$ cat src/shared/pmg_pkg.sv
// Purpose: Constants for the peripheral module gating register block.
// Assumes: Classic Wishbone slave with 32-bit data, one 25 MHz clock.
// Notes:   Each gating bit set to one cuts power and clock of its module.
package pmg_pkg;
  ////////////////////////////////////////////////////////////////////////////
  // Register map.
  localparam int          PMG_ADDR_W             = 4;
  localparam int          PMG_DATA_W             = 32;
  localparam int          PMG_REG_W              = 16;
  localparam logic [3:0]  PMG_OFF_DISABLE_SECOND = 4'h0;
  localparam logic [15:0] PMG_RESET_VALUE        = 16'h0000;
  // Mask of implemented gating bits: 10, 9, 8, 7, 3, 2 and 1.
  localparam logic [15:0] PMG_IMPL_MASK          = 16'h078E;
  ////////////////////////////////////////////////////////////////////////////
  // Field positions.
  localparam int          PMG_BIT_COMPARATOR     = 10;
  localparam int          PMG_BIT_CALENDAR       = 9;
  localparam int          PMG_BIT_PARALLEL       = 8;
  localparam int          PMG_BIT_CHECKSUM       = 7;
  localparam int          PMG_BIT_SERIAL_THREE   = 3;
  localparam int          PMG_BIT_TWO_WIRE_THREE = 2;
  localparam int          PMG_BIT_TWO_WIRE_TWO   = 1;
  localparam int          PMG_NUM_GATES          = 7;
endpackage : pmg_pkg

$ cat src/rtl/pmg_gating.sv
// Purpose: Peripheral disable register, second bank, with module enables.
// Assumes: Classic Wishbone, 32-bit data, 25 MHz clk_i, synchronous reset.
// Notes:   Enables follow the register one cycle after a write lands.
// Overview of operation
// - Bit 10 set cuts comparator power, clock.
// - Bit 9 set disables calendar clock module.
// - Bit 8 set disables parallel master port.
// - Bit 7 set disables checksum generator.
// - Bit 3 set disables third serial port.
// - Bit 2 set disables third two-wire module.
// - Bit 1 set disables second two-wire module.
//
// Our own choices: the placing of the registers and the Wishbone interface to the registers.
`timescale 1ns/1ps
module pmg_gating
  import pmg_pkg::*;
(
  input  wire logic                  clk_i,
  input  wire logic                  rst_i,
  input  wire logic                  cyc_i,
  input  wire logic                  stb_i,
  input  wire logic                  we_i,
  input  wire logic [PMG_ADDR_W-1:0] adr_i,
  input  wire logic [3:0]            sel_i,
  input  wire logic [PMG_DATA_W-1:0] dat_i,
  output logic      [PMG_DATA_W-1:0] dat_o,
  output logic                       ack_o,
  output logic                       comparator_en_o,
  output logic                       calendar_clock_en_o,
  output logic                       parallel_port_en_o,
  output logic                       checksum_unit_en_o,
  output logic                       serial_port_three_en_o,
  output logic                       two_wire_three_en_o,
  output logic                       two_wire_two_en_o
);
  ////////////////////////////////////////////////////////////////////////////
  // Bus front end.
  logic                   wr_stb;
  logic                   rd_stb;
  logic                   hit;
  logic [PMG_REG_W-1:0]   disable_second_q;
  logic [PMG_REG_W-1:0]   disable_second_d;
  logic [PMG_DATA_W-1:0]  rdata_q;
  logic [PMG_DATA_W-1:0]  rdata_d;
  logic [PMG_NUM_GATES-1:0] off_vec;
  logic [PMG_NUM_GATES-1:0] en_vec;

  pmg_wb_slave u_slave (
    .clk_i    (clk_i),
    .rst_i    (rst_i),
    .cyc_i    (cyc_i),
    .stb_i    (stb_i),
    .we_i     (we_i),
    .ack_o    (ack_o),
    .wr_stb_o (wr_stb),
    .rd_stb_o (rd_stb)
  );

  // Only one register; other addresses are acknowledged, read zero, ignore writes.
  assign hit = (adr_i == PMG_OFF_DISABLE_SECOND);

  ////////////////////////////////////////////////////////////////////////////
  // Gating register.
  // masked write lanes
  always_comb
  begin
    disable_second_d = disable_second_q;
    if (wr_stb && hit)
    begin
      if (sel_i[0])
        disable_second_d[7:0] = dat_i[7:0] & PMG_IMPL_MASK[7:0];
      if (sel_i[1])
        disable_second_d[15:8] = dat_i[15:8] & PMG_IMPL_MASK[15:8];
    end
  end

  always_ff @(posedge clk_i)
  begin
    if (rst_i)
      disable_second_q <= PMG_RESET_VALUE;
    else
      disable_second_q <= disable_second_d;
  end

  ////////////////////////////////////////////////////////////////////////////
  // Read data, registered so it is valid while ack stands.
  always_comb
  begin
    rdata_d = '0;
    if (cyc_i && stb_i && !we_i && hit)
      rdata_d = {16'h0000, disable_second_q & PMG_IMPL_MASK};
  end

  always_ff @(posedge clk_i)
  begin
    if (rst_i)
      rdata_q <= 32'h0000_0000;
    else
      rdata_q <= rdata_d;
  end

  // Read data is held only while the read is acknowledged.
  assign dat_o = rd_stb ? rdata_q : 32'h0000_0000;

  ////////////////////////////////////////////////////////////////////////////
  // Gating outputs.
  // disable bit of each gated module
  assign off_vec[0] = disable_second_q[PMG_BIT_COMPARATOR];
  assign off_vec[1] = disable_second_q[PMG_BIT_CALENDAR];
  assign off_vec[2] = disable_second_q[PMG_BIT_PARALLEL];
  assign off_vec[3] = disable_second_q[PMG_BIT_CHECKSUM];
  assign off_vec[4] = disable_second_q[PMG_BIT_SERIAL_THREE];
  assign off_vec[5] = disable_second_q[PMG_BIT_TWO_WIRE_THREE];
  assign off_vec[6] = disable_second_q[PMG_BIT_TWO_WIRE_TWO];

  // One registered cell per gated module, so enables are glitch free.
  for (genvar g = 0; g < PMG_NUM_GATES; g++)
  begin : g_cell
    pmg_gate_cell u_cell (
      .clk_i    (clk_i),
      .rst_i    (rst_i),
      .off_i    (off_vec[g]),
      .enable_o (en_vec[g])
    );
  end

  assign comparator_en_o        = en_vec[0];
  assign calendar_clock_en_o    = en_vec[1];
  assign parallel_port_en_o     = en_vec[2];
  assign checksum_unit_en_o     = en_vec[3];
  assign serial_port_three_en_o = en_vec[4];
  assign two_wire_three_en_o    = en_vec[5];
  assign two_wire_two_en_o      = en_vec[6];
endmodule : pmg_gating

$ cat src/rtl/pmg_wb_slave.sv
// Purpose: Classic Wishbone slave front end, one-cycle ack.
// Assumes: Master holds the request until it sees ack.
// Notes:   Ack is registered and dropped in the cycle after it is given.
`timescale 1ns/1ps
module pmg_wb_slave
  import pmg_pkg::*;
(
  input  wire logic        clk_i,
  input  wire logic        rst_i,
  input  wire logic        cyc_i,
  input  wire logic        stb_i,
  input  wire logic        we_i,
  output logic             ack_o,
  output logic             wr_stb_o,
  output logic             rd_stb_o
);
  logic ack_q;
  logic ack_d;

  // A new access starts only when no ack is pending, giving at most one ack every two clock cycles.
  always_comb
  begin
    ack_d = cyc_i & stb_i & ~ack_q;
  end

  always_ff @(posedge clk_i)
  begin
    if (rst_i)
      ack_q <= 1'b0;
    else
      ack_q <= ack_d;
  end

  assign ack_o    = ack_q;
  // Effects land on the edge where the master samples ack.
  assign wr_stb_o = ack_q & cyc_i & stb_i & we_i;
  assign rd_stb_o = ack_q & cyc_i & stb_i & ~we_i;
endmodule : pmg_wb_slave

$ cat src/rtl/pmg_gate_cell.sv
// Purpose: One gating output bit, turning a disable bit into an enable.
// Assumes: Disable bit comes from a register on the same clock.
// Notes:   Enable output is registered so it never glitches.
`timescale 1ns/1ps
module pmg_gate_cell
(
  input  wire logic clk_i,
  input  wire logic rst_i,
  input  wire logic off_i,
  output logic      enable_o
);
  logic en_q;
  logic en_d;

  // Enable is the inverse of the disable bit.
  always_comb
  begin
    en_d = ~off_i;
  end

  // After reset every module starts enabled.
  always_ff @(posedge clk_i)
  begin
    if (rst_i)
      en_q <= 1'b1;
    else
      en_q <= en_d;
  end

  assign enable_o = en_q;
endmodule : pmg_gate_cell

$ cat config.mk
export PLATFORM = sky130hd
export DESIGN_NAME = pmg_gating
export DESIGN_NICKNAME = d
export VERILOG_FILES = /design/src/shared/pmg_pkg.sv /design/src/rtl/pmg_gating.sv /design/src/rtl/pmg_wb_slave.sv /design/src/rtl/pmg_gate_cell.sv
export SDC_FILE = /design/constraint.sdc
export NUM_CORES = 1
export LEC_CHECK = 0
export BUFFER_PORTS_ARGS = -buffer_cell sky130_fd_sc_hd__buf_4
export CAP_MARGIN = 20
export CORE_MARGIN = 8
export CORE_UTILIZATION = 33
export DETAILED_ROUTE_END_ITERATION = 10
export MAX_ROUTING_LAYER = met4
export PLACE_DENSITY = 0.83
export SETUP_SLACK_MARGIN = 0.2
export SLEW_MARGIN = 20
export SYNTH_ARGS = -nofsm -noshare
export SYNTH_HDL_FRONTEND = slang
export SYNTH_SLANG_ARGS = --single-unit
$ cat constraint.sdc
create_clock -name clk_i -period 1.4 [get_ports clk_i]
set_input_delay 0.42 -clock clk_i [delete_from_list [all_inputs] [get_ports clk_i]]
set_output_delay 0.42 -clock clk_i [all_outputs]
set_load 0.01 [all_outputs]
==> results.md, run 1 <==
- Worst vdd ir: ~600 uV
- Leading cell type in the layout, fill and taps excluded: conb_1
- Crit share post-route: 1.15
- Number of H-tree levels: 1
- Drt via density: a little under 4
- Pins over their slew limit: 0
- Number of failing setup endpoints in the final timing report: 7
- Minimum clock period: 1.61 ns
- Num Clock Sinks: 22
- Fill cells: 262
- DRC violations left: 0
- Pre-CTS worst setup slack: -0.276 ns
- Placer congestion estimate: approximately 0.7
- R2r worst-path depth: 4
- End of the worst register-to-register path: disable_second_q[10]$_SDFFE_PP0P_
- Port-buffer cells: 32
- Kind of start point of the critical path: flop
- Mapped Avg Cell Area: 10.4 um^2
- Num CTS Buffers: 3
- Result of the run: complete, but fails checks
- Routed wire length: 1.96 mm
- Layout overhead on the synthesized area: 41.4%
- Core outline area: about 2800 um^2
- Horizontal die dimension: between 60 and 70 um
- Cell leakage power: ~0.00065 uW
- Clock Latency Late Sink: 0.29 ns
- Part of the Yosys area used for sequential elements: 0.458
- Clock Root Buffer: clkbuf_4
- Syn Inst Count: slightly above 90
- Placed wire-length estimate: about 1.7 mm
- Worst hold slack after final layout: 0.383 ns
- Detailed Routing Iterations Pass 1: 4
- Number of hold violations in the final report: 0
- Maximum clock rate: between 600 and 700 MHz
- Areal power density over the cells: 792 nW/um^2
- Synth Register Bits: 22
- Number of antenna violations at the first check in global routing: 0
- Setup repair after global routing missed its margin: true
- Count of yosys warnings during synthesis: 0
- Required time at the worst-slack endpoint: about 0.98 ns
- Reg-to-Reg Start: u_slave.ack_o$_SDFF_PP0_
- Die Ht: approximately 70 um
- Ranking of synthesized cells by area: dfxtp_1, buf_4, and2_1, nand2b_1, mux2i_1
- Number of violations of the max-capacitance limit: 0
- Number of rows created at floorplan: 19
- CTS clk-pin slew, worst paths: between 0.1 and 0.15 ns
- Start-to-end type of the worst setup path: flop to primary output
- Sequential cell area: 449 um^2
- Maximum number of pins on one net before global-route repair: 17
- Num ports: 85
- First-pass GRT wire length: roughly 3.3 mm
- Area share of the largest cell type after synthesis: 0.458
- Residual overflow from global routing: 0
- GRT Total Usage: 0.0848
- Worst setup slack after layout: -0.215 ns
- Number of DRC markers in iteration 0: 11
- Fraction of layout instances using a drive strength above 1: 0.470
- Worst setup path endpoint: dat_o[2]
- Wire length per cell: between 10 and 15 um
- Startpoint of the tightest hold check path: dat_i[3]
- Critical Path Source: u_slave.ack_o$_SDFF_PP0_
- CTS tree: yes
- Synth area leader: dfxtp_1
- Count of antenna-violating nets left after detailed routing: 0
- Effective utilization at floorplan: 0.348
- Accumulated negative setup slack: -1.45 ns
- Overall via count from detail_route: roughly 650
- Count of unique library cells instantiated by Yosys: 14
- Final Power: roughly 1100 uW
- Post-synthesis instance area: 961 um^2
- Hold crit path type: input pin to flop
- Commonest non-fill, non-tap cells in the layout: conb_1, buf_4, buf_6, dfxtp_1, nand2b_1
- Multi-input logic area: roughly 480 um^2
- Final net count: 178
- Ant. Diodes: 0
- Core occupancy in the finished layout: 0.493
- Failing checks: setup timing
- Clock Skews: 0.00353 ns
- Arrival time of the worst setup path: about 1.2 ns
- Crit. End Element: primary output
- Largest buffer count on any clock path: 2
- Number of global-route vias before repair: 736
- Worst-path fanout max: 2
- Full die area: roughly 4900 um^2
- CTS Hold Bufs: 0
- R2R Setup Slk: roughly 0.26 ns
worst min-delay path by stage:
| stage | cells after the start | to | slack, ns |
|---|---|---|---|
| 5_1_grt | 3 | disable_second_q[3]$_SDFFE_PP0P_ | 0.35 |
| 3_5_place_dp | 1 | g_cell[3].u_cell.enable_o$_SDFF_PP1_ | 0.40 |
| 4_1_cts | 3 | disable_second_q[3]$_SDFFE_PP0P_ | 0.37 |
| 6_report | 3 | disable_second_q[3]$_SDFFE_PP0P_ | 0.38 |
| 3_3_place_gp | 1 | g_cell[6].u_cell.enable_o$_SDFF_PP1_ | 0.40 |
| 2_1_floorplan | 1 | g_cell[0].u_cell.enable_o$_SDFF_PP1_ | 0.39 |
through the flow:
| step | instance area (um^2) | instances |
|---|---|---|
| 5_1_grt | 1360 | 163 |
| 2_1_floorplan | 1100 | 116 |
| 3_5_place_dp | 1220 | 157 |
| 3_3_place_gp | 1220 | 157 |
| 4_1_cts | 1310 | 163 |
| 6_report | 1360 | 163 |
metal layers:
layer,global-route usage,wire (um),up-vias
li1,-,-,327
met1,0.0811,760,273
met2,0.127,857,46
met3,0.0734,337,0
met4,0.0201,0,0
met5,-,0,-
sequential cells by signal, summed over array words and instances (netlist names):
| signal | cells |
|---|---|
| g_cell.u_cell.enable_o | 7 |
| u_slave.ack_o | 1 |
| rdata_q | 7 |
| disable_second_q | 7 |
final cells by class:
class,instances,area share
Clock buffer,4,0.0267
Multi-Input combinational cell,68,0.355
Sequential cell,22,0.331
Tap cell,31,0.0285
Timing Repair Buffer,38,0.260
report_power, final:
part,internal (uW),switching [uW],total (uW)
logic,55.7,66.1,122
registers,627,0.651,627
clock network,158,169,327
total,841,235,1080
kinds of logic (layout without fill, tap and decap cells):
logic type / after synthesis / after routing / share of synthesized area
flip-flops: 22 / 22 / 0.458
buffers and inverters: 26 / 42 / 0.199
AND/OR/NAND/NOR: 36 / 36 / 0.266
other: 1 / 25 / 0.00390
multiplexers: 7 / 7 / 0.0729
synth_stat cells:
library cell and n:
buf_4 25, dfxtp_1 22, and2_1 14, nand2b_1 14, mux2i_1 7, nand3_1 2, and4_1 1, clkbuf_1 1
conb_1 1, nand2_1 1, nor3_1 1, nor3b_1 1, nor4_4 1, nor4b_4 1
critical path, stage by stage, from the launching register on:
cell	delay, ns
dfxtp_2	0.34
nor3b_4	0.19
buf_4	0.14
and2_4	0.13
buf_6	0.10
what timing repair did:
| item | CTS | global route |
|---|---|---|
| endpoints found under the setup margin | 8 | 22 |
| pin swaps | 0 | 2 |
| gates resized for setup | 10 | 17 |
| hold endpoints to repair | 0 | 0 |
| setup buffers | 2 | 0 |
Power figures use the tool's default switching activity.
==> inputs of run 2 (changes only) <==
--- a/config.mk
+++ b/config.mk
@@ -5,7 +5,7 @@
 export SDC_FILE = /design/constraint.sdc
 export NUM_CORES = 1
 export LEC_CHECK = 0
-export BUFFER_PORTS_ARGS = -buffer_cell sky130_fd_sc_hd__buf_4
+export BUFFER_PORTS_ARGS = -buffer_cell sky130_fd_sc_hd__buf_2
 export CAP_MARGIN = 20
 export CORE_MARGIN = 8
 export CORE_UTILIZATION = 33
==> run 2 against run 1 <==
Against the previous run:
- the flow still finishes with violations (setup timing)
- wire length rose by 4.3%
- register-to-register slack got worse by 0.21 ns
- first-iteration DRC count fell by 64%
- non-clock buffer count rose by 3
==> results.md, run 2 (same netlist as run 1, synthesis figures left out) <==
- Post-Layout Inst Area: 1360 um^2 (about the same)
- Routed wire length: 2.04 mm (was 1.96 mm)
- Largest buffer count on any clock path: 2 (unchanged)
- Drt via density: 4.02 (was 3.96)
- Placer congestion estimate: 0.721 (was 0.700)
- Crit share post-route: 1.17 (was 1.15)
- Die Ht: 70.0 um (unchanged)
- Overall via count from detail_route: 667 (was 646)
- Number of failing setup endpoints in the final timing report: 8 (was 7)
- Wire length per cell: 12.3 um (was 12.0 um)
- GRT Total Usage: 0.0860 (was 0.0848)
- Pre-CTS worst setup slack: -0.319 ns (was -0.276 ns)
- Critical Path Source: u_slave.ack_o$_SDFF_PP0_ (unchanged)
- Sequential cell area: 447 um^2 (was 449 um^2)
- Clock Root Buffer: clkbuf_4 (unchanged)
- Number of H-tree levels: 1 (unchanged)
- CTS tree: yes (unchanged)
- Failing checks: setup timing (unchanged)
- Start-to-end type of the worst setup path: flop to primary output (unchanged)
- Residual overflow from global routing: 0 (unchanged)
- DRC violations left: 0 (unchanged)
- Number of violations of the max-capacitance limit: 0 (unchanged)
- Ant. Diodes: 0 (unchanged)
- Arrival time of the worst setup path: 1.21 ns (was 1.19 ns)
- Setup repair after global routing missed its margin: true (unchanged)
- First-pass GRT wire length: 3.46 mm (was 3.33 mm)
- Worst-path fanout max: 7 (was 2)
- Port-buffer cells: 32 (unchanged)
- CTS clk-pin slew, worst paths: 0.12 ns (was 0.11 ns)
- Number of global-route vias before repair: 759 (was 736)
- Worst vdd ir: 806 uV (was 601 uV)
- Full die area: 4890 um^2 (unchanged)
- Worst hold slack after final layout: 0.352 ns (was 0.383 ns)
- Effective utilization at floorplan: 0.348 (unchanged)
- Num CTS Buffers: 3 (unchanged)
- Pins over their slew limit: 0 (unchanged)
- Num ports: 85 (unchanged)
- Leading cell type in the layout, fill and taps excluded: conb_1 (unchanged)
- Cell leakage power: 0.000656 uW (was 0.000653 uW)
- Commonest non-fill, non-tap cells in the layout: conb_1, buf_6, buf_2, dfxtp_1, nand2b_1 (was conb_1, buf_4, buf_6, dfxtp_1, nand2b_1)
- Number of DRC markers in iteration 0: 4 (was 11)
- Result of the run: complete, but fails checks (unchanged)
- Hold crit path type: input pin to flop (unchanged)
- Fraction of layout instances using a drive strength above 1: 0.474 (was 0.470)
- Number of antenna violations at the first check in global routing: 0 (unchanged)
- Num Clock Sinks: 22 (unchanged)
- Required time at the worst-slack endpoint: 0.98 ns (about the same)
- Core outline area: 2760 um^2 (unchanged)
- Placed wire-length estimate: 1.67 mm (about the same)
- Maximum clock rate: 613 MHz (was 619 MHz)
- Detailed Routing Iterations Pass 1: 2 (was 4)
- Kind of start point of the critical path: flop (unchanged)
- Count of antenna-violating nets left after detailed routing: 0 (unchanged)
- Maximum number of pins on one net before global-route repair: 16 (was 17)
- Multi-input logic area: 492 um^2 (was 482 um^2)
- Fill cells: 253 (was 262)
- Layout overhead on the synthesized area: 41.5% (was 41.4%)
- Clock Latency Late Sink: 0.30 ns (was 0.29 ns)
- Clock Skews: 0.00877 ns (was 0.00353 ns)
- Areal power density over the cells: 895 nW/um^2 (was 792 nW/um^2)
- Crit. End Element: primary output (unchanged)
- Worst setup slack after layout: -0.231 ns (was -0.215 ns)
- Startpoint of the tightest hold check path: dat_i[8] (was dat_i[3])
- Final Power: 1220 uW (was 1080 uW)
- Horizontal die dimension: 70.0 um (unchanged)
- Accumulated negative setup slack: -1.78 ns (was -1.45 ns)
- Number of hold violations in the final report: 0 (unchanged)
- Reg-to-Reg Start: u_slave.ack_o$_SDFF_PP0_ (unchanged)
- Number of rows created at floorplan: 19 (unchanged)
- Minimum clock period: 1.63 ns (was 1.61 ns)
- Final net count: 181 (was 178)
- Area post-placement: 1140 um^2 (was 1220 um^2)
run 2: cell types whose count changed in the layout (fill, tap and decap cells not counted), sizes merged:
cell	change
bufinv	+1
clkbuf	-1
buf	+3
run 2: timing repair:
action	CTS	global route
hold buffers	0	0
buffers inserted	4	1
gates resized for setup	17	10
pin swaps	2	4
endpoints found under the setup margin	8	28
run 2: layout make-up:
| type | count | area share |
|---|---|---|
| sequential | 22 | 0.328 |
| tap | 31 | 0.0285 |
| multi-input combinational | 68 | 0.362 |
| timing repair buffer | 41 | 0.243 |
| clock buffer | 3 | 0.0166 |
| clock inverter | 1 | 0.0221 |
run 2: worst max-delay path, cell delays in order (launching register included):
cell and delay [ns]:
dfxtp_2 0.35, nor3b_4 0.17, buf_6 0.15, and2_4 0.14
buf_6 0.10
run 2: path summary, 6_finish.rpt:
check | endpoint | slack [ns] | cells after the start
setup reg to reg | disable_second_q[2]$_SDFFE_PP0P_ | 0.05 | 7
hold reg to reg | g_cell[2].u_cell.enable_o$_SDFF_PP1_ | 0.44 | 1
hold / removal | disable_second_q[8]$_SDFFE_PP0P_ | 0.35 | 3
setup / recovery | dat_o[2] | -0.23 | 4
run 2: power by group:
part           switching (uW)  internal [uW]  total, uW
Sequential              0.684            627        628
Clock                     181            289        470
Combinational            69.8           50.6        120
Total                     251            967       1220
run 2: metrics by stage:
stage,util,std cells
global route,0.493,166
detailed placement,0.413,157
CTS,0.475,165
global placement,0.413,157
floorplan,-,116
finish,0.493,166
run 2: per-layer routing:
metal,track usage,wire (um),vias to the layer above
met1,0.0837,802,289
met4,0.0201,14,0
met2,0.133,888,46
met3,0.0664,333,2
li1,-,-,330
met5,-,0,-
==> inputs of run 3 (changes only) <==
--- a/config.mk
+++ b/config.mk
@@ -12,7 +12,7 @@
 export DETAILED_ROUTE_END_ITERATION = 10
 export MAX_ROUTING_LAYER = met4
 export PLACE_DENSITY = 0.83
-export SETUP_SLACK_MARGIN = 0.2
+export SETUP_SLACK_MARGIN = 0.1
 export SLEW_MARGIN = 20
 export SYNTH_ARGS = -nofsm -noshare
 export SYNTH_HDL_FRONTEND = slang
==> run 3 against run 2 <==
Against the previous run:
- the run still ends with setup timing left
- count of clock-buffer cells in the layout stayed put
- fmax is 0.12% lower
- critical path depth stayed put
- via count is 0.45% higher
- clock skew is 0.0016 ns lower
- setup slack worse by 0.0020 ns
- cell area is 4.3% lower
- worst hold slack worse by 0.0024 ns
- first-iteration DRC count is 75% higher
- largest cell class unchanged
==> results.md, run 3 (same netlist as run 1, synthesis figures left out) <==
- Result of the run: complete, but fails checks (unchanged)
- Failing checks: setup timing (unchanged)
- Number of global-route vias before repair: 737 (was 759)
- Num Clock Sinks: 22 (unchanged)
- Kind of start point of the critical path: flop (unchanged)
- Full die area: 4890 um^2 (unchanged)
- Post-Layout Inst Area: 1300 um^2 (was 1360 um^2)
- Highest metal layer used by the detailed router: met3 (was met4)
- Core outline area: 2760 um^2 (unchanged)
- Clock Root Buffer: clkbuf_4 (unchanged)
- Num ports: 85 (unchanged)
- Horizontal die dimension: 70.0 um (unchanged)
- Core occupancy in the finished layout: 0.472 (was 0.493)
- Pre-CTS worst setup slack: -0.301 ns (was -0.319 ns)
- Reported net switching power: 257 uW (was 251 uW)
- Maximum number of pins on one net before global-route repair: 16 (unchanged)
- Number of H-tree levels: 1 (unchanged)
- R2r worst-path depth: 7 (unchanged)
- Hold crit path type: input pin to flop (unchanged)
- Clock Latency Late Sink: 0.30 ns (about the same)
- Number of antenna violations at the first check in global routing: 0 (unchanged)
- Effective utilization at floorplan: 0.348 (unchanged)
- Final Power: 1220 uW (about the same)
- Ant. Diodes: 0 (unchanged)
- Drt via density: 4.06 (was 4.02)
- Worst vdd ir: 986 uV (was 806 uV)
- Number of rows created at floorplan: 19 (unchanged)
- Accumulated negative setup slack: -1.71 ns (was -1.78 ns)
- Setup repair after global routing missed its margin: true (unchanged)
- Die Ht: 70.0 um (unchanged)
- Commonest non-fill, non-tap cells in the layout: conb_1, buf_2, dfxtp_1, nand2b_1, buf_6 (was conb_1, buf_6, buf_2, dfxtp_1, nand2b_1)
- Area post-placement: 1140 um^2 (about the same)
- Pint: 963 uW (was 967 uW)
- Arrival time of the worst setup path: 1.21 ns (about the same)
- Count of antenna-violating nets left after detailed routing: 0 (unchanged)
- Overall via count from detail_route: 670 (was 667)
- Clock share of power: 0.393 (was 0.386)
- Leading cell type in the layout, fill and taps excluded: conb_1 (unchanged)
- Pins over their slew limit: 0 (unchanged)
- Number of DRC markers in iteration 0: 7 (was 4)
- Num CTS Buffers: 3 (unchanged)
- Detailed Routing Iterations Pass 1: 2 (unchanged)
- Wire length per cell: 11.9 um (was 12.3 um)
- Part of the total power dissipated in sequential elements: 0.515 (about the same)
- CTS tree: yes (unchanged)
- First-pass GRT wire length: 3.22 mm (was 3.46 mm)
- Worst-path fanout max: 7 (unchanged)
- Crit. End Element: primary output (unchanged)
- GRT Total Usage: 0.0812 (was 0.0860)
- Start-to-end type of the worst setup path: flop to primary output (unchanged)
- DRC violations left: 0 (unchanged)
- Placed wire-length estimate: 1.67 mm (about the same)
- Clock Skews: 0.00720 ns (was 0.00877 ns)
- Required time at the worst-slack endpoint: 0.98 ns (about the same)
- Met3 Routed Length: 199 um (was 333 um)
- CTS clk-pin slew, worst paths: 0.13 ns (was 0.12 ns)
- Crit share post-route: 1.17 (about the same)
- Placer congestion estimate: 0.754 (was 0.721)
- Minimum clock period: 1.63 ns (about the same)
- Port-buffer cells: 32 (unchanged)
- Fill cells: 262 (was 253)
- Worst setup slack after layout: -0.233 ns (was -0.231 ns)
- Layout overhead on the synthesized area: 35.4% (was 41.5%)
- Number of failing setup endpoints in the final timing report: 8 (unchanged)
- Final net count: 180 (was 181)
- Routed wire length: 1.97 mm (was 2.04 mm)
- Fraction of layout instances using a drive strength above 1: 0.440 (was 0.474)
- Largest buffer count on any clock path: 2 (unchanged)
- Total met2 wirelength after detailed routing: 1.00 mm (was 888 um)
- Number of hold violations in the final report: 0 (unchanged)
- Areal power density over the cells: 938 nW/um^2 (was 895 nW/um^2)
- Residual overflow from global routing: 0 (unchanged)
- Switching Fraction: 0.211 (was 0.206)
- Number of violations of the max-capacitance limit: 0 (unchanged)
- Wl on met1: 763 um (was 802 um)
- Comb power frac: 0.093 (was 0.099)
- Maximum clock rate: 612 MHz (was 613 MHz)
- Count of cells along the worst hold path: 3 (unchanged)
- Cell leakage power: 0.000635 uW (was 0.000656 uW)
run 3: cell types whose count changed in the layout (fill, tap and decap cells not counted):
cell / before / now
buf_4: 5 / 4
nand3_4: 2 / 0
buf_6: 18 / 13
nand3_2: 0 / 2
dfxtp_1: 17 / 21
buf_2: 18 / 23
dfxtp_2: 5 / 1
run 3: routing by layer:
| layer | vias up | GRT usage |
|---|---|---|
| li1 | 332 | - |
| met1 | 304 | 0.0720 |
| met2 | 34 | 0.147 |
| met3 | 0 | 0.0565 |
| met4 | 0 | 0 |
| met5 | - | - |
run 3: final timing paths:
kind	startpoint	end	slack, ns
setup / recovery	u_slave.ack_o$_SDFF_PP0_	dat_o[9]	-0.23
hold / removal	dat_i[7]	disable_second_q[7]$_SDFFE_PP0P_	0.35
setup reg to reg	u_slave.ack_o$_SDFF_PP0_	disable_second_q[1]$_SDFFE_PP0P_	0.12
hold reg to reg	disable_second_q[9]$_SDFFE_PP0P_	g_cell[1].u_cell.enable_o$_SDFF_PP1_	0.44
run 3: final cells by class:
type / instances / area [um^2] / share of cell area
multi-input combinational: 68 / 477 / 0.366
sequential: 22 / 442 / 0.339
timing repair buffer: 40 / 292 / 0.224
tap: 31 / 38.8 / 0.0298
clock inverter: 1 / 30.0 / 0.0231
clock buffer: 3 / 22.5 / 0.0173
run 3: timing repair:
| item | in CTS | in global routing |
|---|---|---|
| endpoints found under the setup margin | 8 | 13 |
| pin swaps | 0 | 4 |
| hold buffers | 0 | 0 |
| setup buffers | 2 | 1 |
| gates cloned | 0 | 0 |
| resized for setup | 11 | 6 |
run 3: critical path, stage by stage (launching register included):
cell and delay (ns):
dfxtp_2 0.35, nor3b_4 0.18, buf_6 0.14, and2_4 0.14, buf_6 0.09
run 3: metrics by stage:
step / std cells / hold WS, ns
after floorplan: 116 / 0.386
after global placement: 158 / 0.401
after detailed placement: 158 / 0.410
after CTS: 164 / 0.349
after global routing: 165 / 0.348
final: 165 / 0.349
run 3: power by group through the flow:
stage | sequential, uW | clock, uW | combinational [uW]
2_1_floorplan | 643 | 0 | 104
3_3_place_gp | 642 | 0 | 97.4
3_5_place_dp | 642 | 0 | 99.9
4_1_cts | 628 | 485 | 105
5_1_grt | 629 | 520 | 126
6_report | 628 | 479 | 113
